$ cat config.mk
export PLATFORM = sky130hd
export DESIGN_NAME = cbpc_core
export DESIGN_NICKNAME = d
export VERILOG_FILES = /design/src/include/cbpc_pkg.sv /design/src/include/cbpc_sync_if.sv /design/src/rtl/cbpc_sync.sv /design/src/rtl/cbpc_core.sv
export VERILOG_INCLUDE_DIRS = /design/src /design/src/include
export SDC_FILE = /design/constraint.sdc
export NUM_CORES = 1
export LEC_CHECK = 0
export BUFFER_PORTS_ARGS = -buffer_cell sky130_fd_sc_hd__buf_2
export CAP_MARGIN = 20
export CORE_UTILIZATION = 50
export CTS_CLUSTER_DIAMETER = 150
export DETAILED_ROUTE_END_ITERATION = 8
export GPL_TIMING_DRIVEN = 1
export PLACE_DENSITY_LB_ADDON = 0.12
export SLEW_MARGIN = 20
export SYNTH_ARGS = -nofsm -noshare
export SYNTH_HDL_FRONTEND = slang
export SYNTH_SLANG_ARGS = --single-unit
$ cat constraint.sdc
create_clock -name sys_clk_in -period 3.6 [get_ports sys_clk_in]
set_clock_uncertainty 0.05 [all_clocks]
set_input_delay 0.54 -clock sys_clk_in [delete_from_list [all_inputs] [get_ports sys_clk_in]]
set_output_delay 0.54 -clock sys_clk_in [all_outputs]
set_load 0.1 [all_outputs]
$ cat src/include/cbpc_cfg.svh
`ifndef CBPC_CFG_SVH
`define CBPC_CFG_SVH
// bus widths
`define CBPC_ADDR_W 23
`define CBPC_DATA_W 16
// synchronised pin bundle: acknowledge, fault, halt, data
`define CBPC_SYNC_W (3 + `CBPC_DATA_W)
// bus state numbers, one system clock per bus state
`define CBPC_ST_AS 4'h2
`define CBPC_ST_WDRV 4'h3
`define CBPC_ST_ACK 4'h4
`define CBPC_ST_LATCH 4'h6
`define CBPC_ST_END 4'h7
`define CBPC_ST_FEND 4'h9
// function code classes
`define CBPC_FC_UDATA 3'h1
`define CBPC_FC_UPROG 3'h2
`define CBPC_FC_SDATA 3'h5
`define CBPC_FC_SPROG 3'h6
`define CBPC_FC_IACK 3'h7
// status bit reset values
`define CBPC_SR_S_RST 1'b1
`define CBPC_SR_T_RST 1'b0
`endif

$ cat src/include/cbpc_pkg.sv
package cbpc_pkg;
`include "cbpc_cfg.svh"
    // processing state of the core
    typedef enum logic [1:0] {PROC_NORMAL, PROC_EXCEPTION, PROC_HALTED} cbpc_proc_t;
    // instruction kinds the engine reports; all but plain are privileged
    typedef enum logic [2:0] {INSTR_PLAIN, INSTR_STOP, INSTR_RESET, INSTR_SR_WRITE, INSTR_USP_MOVE} cbpc_instr_t;
    // bus sequencer phase
    typedef enum logic [1:0] {BUS_IDLE, BUS_RUN, BUS_RERUN} cbpc_bus_t;
    // state of the core module apart from sp_super_ff and the synchroniser stages
    typedef struct packed {
        cbpc_proc_t proc;
        logic stopped;
        logic sbit;
        logic tbit;
        logic [1:0] saved;
        logic bflt;
        cbpc_bus_t bus;
        logic [3:0] step;
        logic write;
        logic prog;
        logic iack;
        logic [1:0] lanes;
        logic [`CBPC_ADDR_W-1:0] addr;
        logic [`CBPC_DATA_W-1:0] wdata;
        logic [`CBPC_DATA_W-1:0] rdata;
        logic fault_seen;
        logic acked;
        logic rerun;
        logic done;
        logic fault;
        logic pviol;
        logic bexc;
        logic ready;
        logic as_n;
        logic uds_n;
        logic lds_n;
        logic oe_n;
        logic [2:0] fc;
    } cbpc_state_t;
endpackage : cbpc_pkg

$ cat src/include/cbpc_sync_if.sv
`timescale 1ns/1ps
// raw pin levels in, two-stage synchronised copy out
interface cbpc_sync_if #(parameter int W = 1);
    logic [W-1:0] raw; // pin side, asynchronous
    logic [W-1:0] sync; // clock domain side
    modport pin (output raw, input sync);
    modport sync_side (input raw, output sync);
endinterface : cbpc_sync_if

$ cat src/rtl/cbpc_sync.sv
`timescale 1ns/1ps
module cbpc_sync #(
    parameter int W = 1
) (
    input wire logic sys_clk_in,
    input wire logic arst_n_in,
    cbpc_sync_if.sync_side port
);
    // both stages in one state word
    typedef struct packed {
        logic [W-1:0] s1;
        logic [W-1:0] s2;
    } cbpc_sync_state_t;

    cbpc_sync_state_t st_ff; // registered stages
    cbpc_sync_state_t nxt_st; // next stages

    // refuse widths the bundle cannot carry
    if (W < 1 || $bits(port.raw) != W)
    begin : g_bad_width
        $error("synchroniser width does not match bundle");
    end

    // first stage feeds only the second; resets to negated (high) levels
    always_comb
    begin
        nxt_st.s1 = port.raw;
        nxt_st.s2 = st_ff.s1;
    end

    always_ff @(posedge sys_clk_in or negedge arst_n_in)
    begin
        if (!arst_n_in)
        begin
            st_ff <= '1;
        end
        else
        begin
            st_ff <= nxt_st;
        end
    end

    assign port.sync = st_ff.s2;
endmodule : cbpc_sync

$ cat src/rtl/cbpc_core.sv
`timescale 1ns/1ps
`include "cbpc_cfg.svh"
// one system clock is one bus state; the end of each even state
// stands for the bus clock falling edge where inputs are sampled
module cbpc_core (
    input wire logic sys_clk_in,
    input wire logic arst_n_in,
    input wire logic req_valid_in,
    input wire logic req_write_in,
    input wire logic req_prog_in,
    input wire logic req_iack_in,
    input wire logic [1:0] req_lanes_in,
    input wire logic [`CBPC_ADDR_W-1:0] req_addr_in,
    input wire logic [`CBPC_DATA_W-1:0] req_wdata_in,
    output logic req_ready_out,
    output logic done_out,
    output logic fault_out,
    output logic [`CBPC_DATA_W-1:0] rdata_out,
    input wire logic instr_valid_in,
    input wire cbpc_pkg::cbpc_instr_t instr_kind_in,
    input wire logic [1:0] sr_wdata_in,
    input wire logic exc_req_in,
    input wire logic exc_done_in,
    output cbpc_pkg::cbpc_proc_t proc_state_out,
    output logic stopped_out,
    output logic privilege_out,
    output logic trace_en_out,
    output logic [1:0] saved_sr_out,
    output logic priv_viol_out,
    output logic bus_fault_exc_out,
    output logic [`CBPC_ADDR_W-1:0] addr_out,
    output logic [2:0] function_code_out,
    output logic read_out,
    output logic address_strobe_n_out,
    output logic upper_byte_strobe_n_out,
    output logic lower_byte_strobe_n_out,
    output logic [`CBPC_DATA_W-1:0] data_out,
    output logic data_oe_n_out,
    input wire logic [`CBPC_DATA_W-1:0] data_in,
    input wire logic transfer_ack_n_in,
    input wire logic bus_fault_n_in,
    input wire logic halt_n_in
);
    import cbpc_pkg::*;

    // reset image: strobes negated, supervisor set, trace clear
    localparam cbpc_state_t ST_RST = '{proc: PROC_NORMAL, bus: BUS_IDLE, sbit: `CBPC_SR_S_RST,
        tbit: `CBPC_SR_T_RST, as_n: 1'b1, uds_n: 1'b1, lds_n: 1'b1, oe_n: 1'b1, default: '0};

    cbpc_state_t st_ff; // core state apart from sp_super_ff and the synchroniser
    cbpc_state_t nxt_st; // its next value
    logic ack_a; // acknowledge recognized
    logic fault_a; // bus fault recognized
    logic halt_a; // halt recognized
    logic [`CBPC_DATA_W-1:0] data_s; // synchronised read data
    logic fin; // bus cycle terminates this cycle
    logic priv; // reported instruction is privileged

    // pins pass two flops; data shares the latency of acknowledge
    cbpc_sync_if #(.W(`CBPC_SYNC_W)) pin_if ();
    assign pin_if.raw = {transfer_ack_n_in, bus_fault_n_in, halt_n_in, data_in};

    cbpc_sync #(.W(`CBPC_SYNC_W)) u_sync (
        .sys_clk_in(sys_clk_in),
        .arst_n_in(arst_n_in),
        .port(pin_if)
    );

    assign ack_a = ~pin_if.sync[`CBPC_SYNC_W-1];
    assign fault_a = ~pin_if.sync[`CBPC_SYNC_W-2];
    assign halt_a = ~pin_if.sync[`CBPC_SYNC_W-3];
    assign data_s = pin_if.sync[`CBPC_DATA_W-1:0];

    // strobe levels {as_n, uds_n, lds_n, oe_n} for a given state
    function automatic logic [3:0] strobe_levels(input cbpc_state_t cur);
        logic [3:0] last;
        logic as_on;
        logic ds_on;
        logic oe_on;
        last = (cur.fault_seen && !cur.acked) ? `CBPC_ST_FEND : `CBPC_ST_END;
        as_on = (cur.bus == BUS_RUN) && (cur.step >= `CBPC_ST_AS) && (cur.step < last);
        ds_on = as_on && (!cur.write || cur.step >= `CBPC_ST_ACK);
        oe_on = (cur.bus == BUS_RUN) && cur.write && (cur.step >= `CBPC_ST_WDRV) && (cur.step < last);
        return {~as_on, ~(ds_on && cur.lanes[1]), ~(ds_on && cur.lanes[0]), ~oe_on};
    endfunction : strobe_levels

    // enter exception processing from any state but halted
    function automatic cbpc_state_t exc_enter(input cbpc_state_t cur);
        cbpc_state_t r;
        r = cur;
        // copy status, set privilege, clear trace
        r.saved = {cur.sbit, cur.tbit};
        r.sbit = 1'b1;
        r.tbit = 1'b0;
        r.proc = PROC_EXCEPTION;
        r.stopped = 1'b0;
        return r;
    endfunction : exc_enter

    // bus sequencer and processing state
    always_comb
    begin
        nxt_st = st_ff;
        nxt_st.done = 1'b0;
        nxt_st.fault = 1'b0;
        nxt_st.pviol = 1'b0;
        nxt_st.bexc = 1'b0;
        fin = 1'b0;
        priv = (instr_kind_in != INSTR_PLAIN);
        unique case (st_ff.bus)
            BUS_IDLE:
            begin
                // ready already excludes stopped and halted cores
                if (req_valid_in && st_ff.ready)
                begin
                    nxt_st.bus = BUS_RUN;
                    nxt_st.step = 4'h0;
                    nxt_st.write = req_write_in;
                    nxt_st.prog = req_prog_in;
                    nxt_st.iack = req_iack_in;
                    nxt_st.lanes = req_lanes_in;
                    nxt_st.addr = req_addr_in;
                    nxt_st.wdata = req_wdata_in;
                    nxt_st.fault_seen = 1'b0;
                    nxt_st.acked = 1'b0;
                    nxt_st.rerun = 1'b0;
                    // class from privilege, space and acknowledge
                    if (req_iack_in)
                    begin
                        nxt_st.fc = `CBPC_FC_IACK;
                    end
                    else if (st_ff.sbit || st_ff.proc == PROC_EXCEPTION)
                    begin
                        nxt_st.fc = req_prog_in ? `CBPC_FC_SPROG : `CBPC_FC_SDATA;
                    end
                    else
                    begin
                        nxt_st.fc = req_prog_in ? `CBPC_FC_UPROG : `CBPC_FC_UDATA;
                    end
                end
            end
            BUS_RUN:
            begin
                // fault looked at on every even state end from S2 until acknowledge
                if (st_ff.step >= `CBPC_ST_AS && !st_ff.step[0] && fault_a && !st_ff.acked)
                begin
                    nxt_st.fault_seen = 1'b1;
                    // fault together with halt asks for a rerun
                    nxt_st.rerun = halt_a;
                end
                case (st_ff.step)
                    `CBPC_ST_ACK:
                    begin
                        // acknowledge recognized at end of S4 or a wait
                        if (ack_a)
                        begin
                            nxt_st.acked = 1'b1;
                            nxt_st.step = st_ff.step + 4'h1;
                        end
                        else if (st_ff.fault_seen || fault_a)
                        begin
                            nxt_st.step = st_ff.step + 4'h1;
                        end
                        else
                        begin
                            // one clock of wait, no limit on how many
                            nxt_st.step = `CBPC_ST_WDRV;
                        end
                    end
                    `CBPC_ST_LATCH:
                    begin
                        // read data taken one falling edge after acknowledge
                        if (!st_ff.write && st_ff.acked)
                        begin
                            nxt_st.rdata = data_s;
                        end
                        nxt_st.step = st_ff.step + 4'h1;
                    end
                    `CBPC_ST_END:
                    begin
                        // fault without acknowledge runs on to S9
                        if (st_ff.fault_seen && !st_ff.acked)
                        begin
                            nxt_st.step = st_ff.step + 4'h1;
                        end
                        else
                        begin
                            fin = 1'b1;
                        end
                    end
                    `CBPC_ST_FEND:
                    begin
                        fin = 1'b1;
                    end
                    default:
                    begin
                        nxt_st.step = st_ff.step + 4'h1;
                    end
                endcase
                if (fin)
                begin
                    nxt_st.step = 4'h0;
                    nxt_st.bus = (st_ff.fault_seen && st_ff.rerun) ? BUS_RERUN : BUS_IDLE;
                    nxt_st.done = !st_ff.fault_seen;
                    nxt_st.fault = st_ff.fault_seen && !st_ff.rerun;
                end
            end
            BUS_RERUN:
            begin
                // rerun the same access once halt is released
                if (!halt_a)
                begin
                    nxt_st.bus = BUS_RUN;
                    nxt_st.fault_seen = 1'b0;
                    nxt_st.acked = 1'b0;
                    nxt_st.rerun = 1'b0;
                end
            end
            default:
            begin
                nxt_st.bus = BUS_IDLE;
            end
        endcase

        if (st_ff.proc != PROC_HALTED)
        begin
            if (fin && st_ff.fault_seen && !st_ff.rerun)
            begin
                // second fault inside bus-fault handling halts
                if (st_ff.proc == PROC_EXCEPTION && st_ff.bflt)
                begin
                    nxt_st.proc = PROC_HALTED;
                end
                else
                begin
                    nxt_st = exc_enter(nxt_st);
                    nxt_st.bflt = 1'b1;
                    nxt_st.bexc = 1'b1;
                end
            end
            else if (instr_valid_in && st_ff.proc == PROC_NORMAL && !st_ff.stopped)
            begin
                // privileged work in user state traps instead
                if (priv && !st_ff.sbit)
                begin
                    nxt_st = exc_enter(nxt_st);
                    nxt_st.pviol = 1'b1;
                end
                // stop parks the core without a bus reference
                else if (instr_kind_in == INSTR_STOP)
                begin
                    nxt_st.stopped = 1'b1;
                end
                else if (instr_kind_in == INSTR_SR_WRITE)
                begin
                    nxt_st.sbit = sr_wdata_in[1];
                    nxt_st.tbit = sr_wdata_in[0];
                end
            end
            else if (exc_req_in && st_ff.proc == PROC_NORMAL)
            begin
                // an interrupt also wakes a stopped core
                nxt_st = exc_enter(nxt_st);
            end
            else if (exc_done_in && st_ff.proc == PROC_EXCEPTION)
            begin
                nxt_st.proc = PROC_NORMAL;
                nxt_st.sbit = sr_wdata_in[1];
                nxt_st.tbit = sr_wdata_in[0];
                nxt_st.bflt = 1'b0;
            end
        end

        // outputs are computed from the next state so they leave a flop
        // no new request while stopped or halted
        nxt_st.ready = (nxt_st.bus == BUS_IDLE) && !nxt_st.stopped && (nxt_st.proc != PROC_HALTED) && !halt_a;
        {nxt_st.as_n, nxt_st.uds_n, nxt_st.lds_n, nxt_st.oe_n} = strobe_levels(nxt_st);
    end

    // main state register; sp_super_ff has its own below
    always_ff @(posedge sys_clk_in or negedge arst_n_in)
    begin
        if (!arst_n_in)
        begin
            st_ff <= ST_RST;
        end
        else
        begin
            st_ff <= nxt_st;
        end
    end

    // port map straight from the state flops
    assign req_ready_out = st_ff.ready;
    assign done_out = st_ff.done;
    assign fault_out = st_ff.fault;
    assign rdata_out = st_ff.rdata;
    assign proc_state_out = st_ff.proc;
    assign stopped_out = st_ff.stopped;
    assign privilege_out = st_ff.sbit;
    assign trace_en_out = st_ff.tbit;
    assign saved_sr_out = st_ff.saved;
    assign priv_viol_out = st_ff.pviol;
    assign bus_fault_exc_out = st_ff.bexc;
    assign addr_out = st_ff.addr;
    assign function_code_out = st_ff.fc;
    assign read_out = ~st_ff.write;
    assign address_strobe_n_out = st_ff.as_n;
    assign upper_byte_strobe_n_out = st_ff.uds_n;
    assign lower_byte_strobe_n_out = st_ff.lds_n;
    assign data_out = st_ff.wdata;
    assign data_oe_n_out = st_ff.oe_n;

    // stack pointer choice is a core-internal select; exposed as a flop
    // supervisor stack in supervisor state and exceptions
    logic sp_super_ff;
    always_ff @(posedge sys_clk_in or negedge arst_n_in)
    begin
        if (!arst_n_in)
        begin
            sp_super_ff <= `CBPC_SR_S_RST;
        end
        else
        begin
            sp_super_ff <= nxt_st.sbit || (nxt_st.proc == PROC_EXCEPTION);
        end
    end
endmodule : cbpc_core

=== After elaboration in Yosys (flattened, before gate mapping) ===
Index checks and enable logic that the tools add are counted.
W data, S select, Z words.

* Flip-flop bits (word level): 127

* Add/subtract/negate cells: 1
* Order comparisons: 5
* Eq/ne operators: 18
* Mux-type cells: 53
* Bitwise gates (word level): 7
* Reductions and logical operators: 51

{| class="wikitable"
|+ Operators by type and width
! operator !! count
|-
| $mux W89 || 3
|-
| $mux W87 || 1
|-
| $mux W84 || 1
|-
| $mux W50 || 1
|-
| $mux W16 || 3
|-
| $mux W44 || 1
|-
| $mux W2 || 15
|-
| $logic_and A1 B1 Y1 || 28
|-
| $mux W3 || 7
|-
| $mux W4 || 4
|-
| $eq A4 B3 Y1 const B || 3
|-
| $ge A4 B2 Y1 const B || 3
|-
| $pmux W4 S3 || 1
|-
| $mux W1 || 11
|-
| $logic_not A1 Y1 || 10
|-
| $ne A2 B2 Y1 const B || 5
|-
| $reduce_and A5 Y1 || 2
|-
| $pmux W3 S3 || 1
|-
| $pmux W4 S2 || 1
|-
| $not A1 Y1 || 7
|-
| $eq A2 B1 Y1 const B || 3
|-
| $logic_not A2 Y1 || 3
|-
| $mux W6 || 1
|-
| $pmux W2 S3 || 1
|-
| 16 further kinds || 19
|}

=== Depth between registers and ports, before layout ===
* Word-level depth: 19
* Depth in mapped cells: 13
* Gate-level depth less buffers: 12

=== By module ===
A second synthesis with hierarchy kept.

* Cells, all modules: 405
* Area total of the unflattened synthesis: 5,370.2 sq um

{| class="wikitable"
|+ Modules (own cells, without submodules)
! module !! instances !! cells each !! area each (sq um)
|-
| cbpc_core || 1 || 367 || 4,371.7
|-
| cbpc_sync || 1 || 38 || 998.5
|}

=== Least setup slack after synthesis ===
OpenSTA, ideal clock, no wires.

* Path kind: reg2reg
* Start: register st_ff[75] (netlist bit)
* End: register st_ff, in the netlist lower_byte_strobe_n_out
* Setup time: 0.088 ns
* Arrival time: 2.715 ns
* Path slack: 0.747 ns
* Stages on the path, launching flop included: 13
* Path buffers: 0
* Period minus slack after synthesis: 2.853 ns
* Cell sequence: dfrtp_1 > inv_1 > ha_1 > or2_2 > a21o_2 > a2111oi_4 > a21o_2 > ha_1 > a21o_1 > a21oi_1 > o21ai_1 > a41oi_4 > nand3_1

{| class="wikitable"
|+ RTL lines
! element !! line !! text
|-
| start: declaration || cbpc_core.sv:50 || <nowiki>cbpc_state_t st_ff;</nowiki>
|-
| start signal: assignment || cbpc_core.sv:289 || <nowiki>st_ff <= nxt_st;</nowiki>
|}

==> results.md <==
Global routing:
- The first global-routing pass estimated 15660 um of wire.
- Entering global routing, the biggest net connects 80 pins.
- For this run the aggregate overflow at the end of global routing stands at 0.
- Global routing used 18.19% of the available tracks across all layers.
- The number of antenna violations at the first check in global routing is 0.
- The number of global-route vias before repair came to 3242.

Worst setup path:
- The worst setup path is captured at a flop.
- STA puts the critical path data required time at 3960 ps.
- The arrival time of the worst setup path is 3510 ps.
- The critical path launch point type is a flop.
- In this run the critical register-to-register path is launched from st_ff[75].
- In this run the worst setup path begins at st_ff[75].
- The maximum fanout encountered on the critical timing path is 7.
- The type of the worst setup path is flop to flop.

Floorplanning:
- The number of placed I/O pins is 149.
- The die outline area is 11220 um2.
- From left edge to right edge, the die measures 105.9 um.
- The vertical die dimension is 105.9 um.
- The initial utilization of the core area, before any placement, comes to 51.84%.
- The standard cell core area is 10420 um2.
- The cell row count is 37.

Synth:
- The synthesized-area fraction occupied by xor and xnor cells is 0.3244%.
- The share of synthesized cell area in and, or, nand and nor gates is 7.229%.
- The total of flip-flops plus latches after synthesis is 125.
- The post-synthesis cell type count is 67.
- Ranked by total cell area, the synthesized netlist is headed by sky130_fd_sc_hd__dfrtp_1 38%, sky130_fd_sc_hd__dfstp_2 21%, sky130_fd_sc_hd__mux2_2 12%, sky130_fd_sc_hd__buf_4 8.6%, sky130_fd_sc_hd__ha_1 1.6%.
- The cell area after technology mapping is 5400 um2.
- The share of the synthesized area in compound gates (AO/OA/AOI/OAI) is 7.275%.
- The fraction of the mapped netlist area in adder cells is 1.622%.
- The total of warnings raised by yosys is 0.
- The net count after synthesis is 479.
- The gate count after technology mapping is 398.
- Of the post-synthesis cell area, the dominant cell type holds 38.00%.
- The number of enable-type register cells in the synthesized netlist is 0.
- In the synthesized netlist, the cells that appear most often are 82 x sky130_fd_sc_hd__dfrtp_1, 62 x sky130_fd_sc_hd__buf_4, 58 x sky130_fd_sc_hd__mux2_2.
- The combinational family with the most area after synthesis is multiplexers.
- The mean instance size in the synthesized netlist is 13.57 um2.
- The register area share after synthesis is 58.92%.
- Of all cell types, the one taking the most synthesized area is sky130_fd_sc_hd__dfrtp_1.
- In the synthesized netlist, mux cells make up 13.79% of the area.
- After synthesis, the share of flip-flops with an asynchronous set or reset is 100.0%.
- The most used flip-flop cell after synthesis is sky130_fd_sc_hd__dfrtp_1.
- The most repeated cell in the gate-level netlist after synthesis is sky130_fd_sc_hd__dfrtp_1.

Route:
- Once detail routing completed, the nets flagged for antenna violations numbered 0.
- In the routed design, unresolved DRC markers number 0.
- After detailed routing, the wire length on met1 is 4142 um.
- The amount of wire on met3 after detailed routing is 593 um.
- Summed over all layers, the routed wires come to 9337 um.
- The first-pass iteration count of the detailed router is 4.
- The length of routed met2 wiring is 4419 um.
- The average wire per standard cell is 14.50 um.
- The total number of vias is 3192.
- After detailed routing, the number of vias per cell comes to 4.957.
- After the first detailed-routing iteration, the DRC count stood at 122.
- The highest layer touched by signal routing is met4.

Final layout:
- The net count of the finished layout is 576.
- The number of fill cells in the layout is 854.
- The area growth from synthesis to layout is 18.19%.
- In the final layout, the share of cells above drive strength 1 is 60.63%.
- The repair_antennas step left the layout with diodes totalling 0.
- Summing all multi-input logic gate instances after layout gives 1638 um2.
- Cells fill 61.27% of the core in the end.
- Across the whole layout, storage elements account for 3182 um2.

Hold path:
- The startpoint identified for the worst hold timing path is data_in[10].
- The path class of the lowest-slack min-delay path is input port to flop.

Clock tree:
- After clock tree synthesis, the repair step resized 0 gates.
- The clock passes through at most 2 buffers.
- Clock tree synthesis selected as its root buffer the cell sky130_fd_sc_hd__clkbuf_8.
- In this run, CTS created clock tree buffers numbering 17.
- After clock tree synthesis, the clock-pin slew on the worst setup and hold paths is 60 ps.
- TritonCTS built the clock tree.
- The clock drives 125 sinks.
- The depth of the CTS H-tree is 4.
- The clock latency at the later pin of the worst-skew pair is 500 ps.

Timing:
- Setup violations remaining at the end of the flow were counted as 0.
- The final worst-path cycle share is 87.23%.
- The max-slew violation count is 0.
- After layout, the minimum clock period comes to 3140 ps.
- The measured slew at the worst slew-check pin is 785.6 ps.
- The hold violation count in the final report was 0.
- For the final routed database, the setup TNS stands at 0 ps.
- Setup repair after global routing left no endpoint under its margin.
- The worst pin sits at a relative slew slack of 47.63%.
- Timing would allow up to 318.4 MHz.

Placement:
- Input and output buffers added on the ports amount to 148.
- After legalization and detailed placement, the total HPWL measured 6675 um.
- The congestion estimate from routability-driven global placement came to 0.8297.

Outcome:
- The flow ran to the end, and the final reports show no timing, DRC or antenna violations.

Job:
- The number of violations of the max-capacitance limit is 0.
## path summary, 6_finish.rpt
kind | endpoint | slack, ps | depth (start not counted)
min in group asynchronous | addr_out[22] | 540 | 2
min | u_sync.nxt_st[10] | 80 | 1
min reg2reg | u_sync.port.sync[1] | 300 | 0
max reg2reg | data_oe_n_out | 460 | 12
max | data_oe_n_out | 460 | 12
max in group asynchronous | u_sync.nxt_st[0] | 2110 | 3
## state kept, by name, indices dropped and copies added, names as in the netlist, 2 cells and up
register           cells
st_ff                 13
u_sync.port.sync      19
rdata_out             16
proc_state_out         2
u_sync.nxt_st         19
addr_out              23
function_code_out      3
data_out              16
saved_sr_out           2
## per-layer routing
metal  GRT usage, %  vias up
met5              0        -
met4          7.738        0
met3          6.867       17
met2          27.78      116
met1          23.27     1541
li1               -     1518
## kinds of logic (layout without fill, tap and decap cells)
family / count (synthesis) / after routing
XOR/XNOR: 2 / 2
multiplexers: 66 / 66
AO/OA/AOI/OAI: 45 / 45
buffers and inverters: 87 / 197
AND/OR/NAND/NOR: 66 / 66
flip-flops: 125 / 125
adder cells (fa/ha/maj): 7 / 7
## placed cells by master, fill, tap and decap left out, types with 3 or more instances in the layout
cell,n
sky130_fd_sc_hd__mux2i_1,5
sky130_fd_sc_hd__nand3b_1,3
sky130_fd_sc_hd__inv_6,7
sky130_fd_sc_hd__clkinv_4,3
sky130_fd_sc_hd__dfrtp_1,82
sky130_fd_sc_hd__inv_1,12
sky130_fd_sc_hd__ha_1,7
sky130_fd_sc_hd__o21ai_0,4
sky130_fd_sc_hd__nand3_1,7
sky130_fd_sc_hd__nor2b_1,3
sky130_fd_sc_hd__nor2_1,12
sky130_fd_sc_hd__nor3_1,5
sky130_fd_sc_hd__dfstp_2,43
sky130_fd_sc_hd__nor4_1,3
sky130_fd_sc_hd__buf_2,147
sky130_fd_sc_hd__nand2_1,10
sky130_fd_sc_hd__clkbuf_8,4
sky130_fd_sc_hd__a21oi_1,8
sky130_fd_sc_hd__buf_4,3
sky130_fd_sc_hd__nand2b_1,3
sky130_fd_sc_hd__clkbuf_16,16
sky130_fd_sc_hd__mux2_2,58
## cell type report
class | instances | area share (%)
sequential | 125 | 49.85
inverter | 13 | 0.7646
multi-input combinational | 186 | 25.66
timing repair buffer | 152 | 12.35
clock inverter | 12 | 1.568
tap | 136 | 2.666
clock buffer | 20 | 7.136
## critical path, cell delays in order, from the launching register on
cell	delay [ps]
sky130_fd_sc_hd__dfrtp_1	450
sky130_fd_sc_hd__inv_1	100
sky130_fd_sc_hd__ha_1	230
sky130_fd_sc_hd__or2_2	290
sky130_fd_sc_hd__a21o_2	250
sky130_fd_sc_hd__a2111oi_4	440
sky130_fd_sc_hd__a21o_2	160
sky130_fd_sc_hd__ha_1	260
sky130_fd_sc_hd__a21o_1	190
sky130_fd_sc_hd__a21oi_1	130
sky130_fd_sc_hd__o21ai_1	110
sky130_fd_sc_hd__a41oi_4	270
sky130_fd_sc_hd__nand3_1	110
## metrics by stage
| step | instance area [um2] | hold WS [ps] | worst slack [ps] | std cells |
|---|---|---|---|---|
| floorplan | 5400 | 194.4 | 747.0 | 398 |
| global placement | 5817 | 295.5 | 595.2 | 611 |
| detailed placement | 5817 | 296.8 | 485.0 | 611 |
| CTS | 6382 | 48.97 | 452.5 | 644 |
| global route | 6382 | 35.88 | 272.9 | 644 |
| finish | 6382 | 75.57 | 459.6 | 644 |
## what timing repair did
action | CTS | global route
hold buffers | 1 | 0
setup buffers | 0 | 0
hold endpoints to repair | 10 | 0
Power is not shown: default switching activity piles up to over one toggle a cycle in this logic, so the estimate is an artifact.
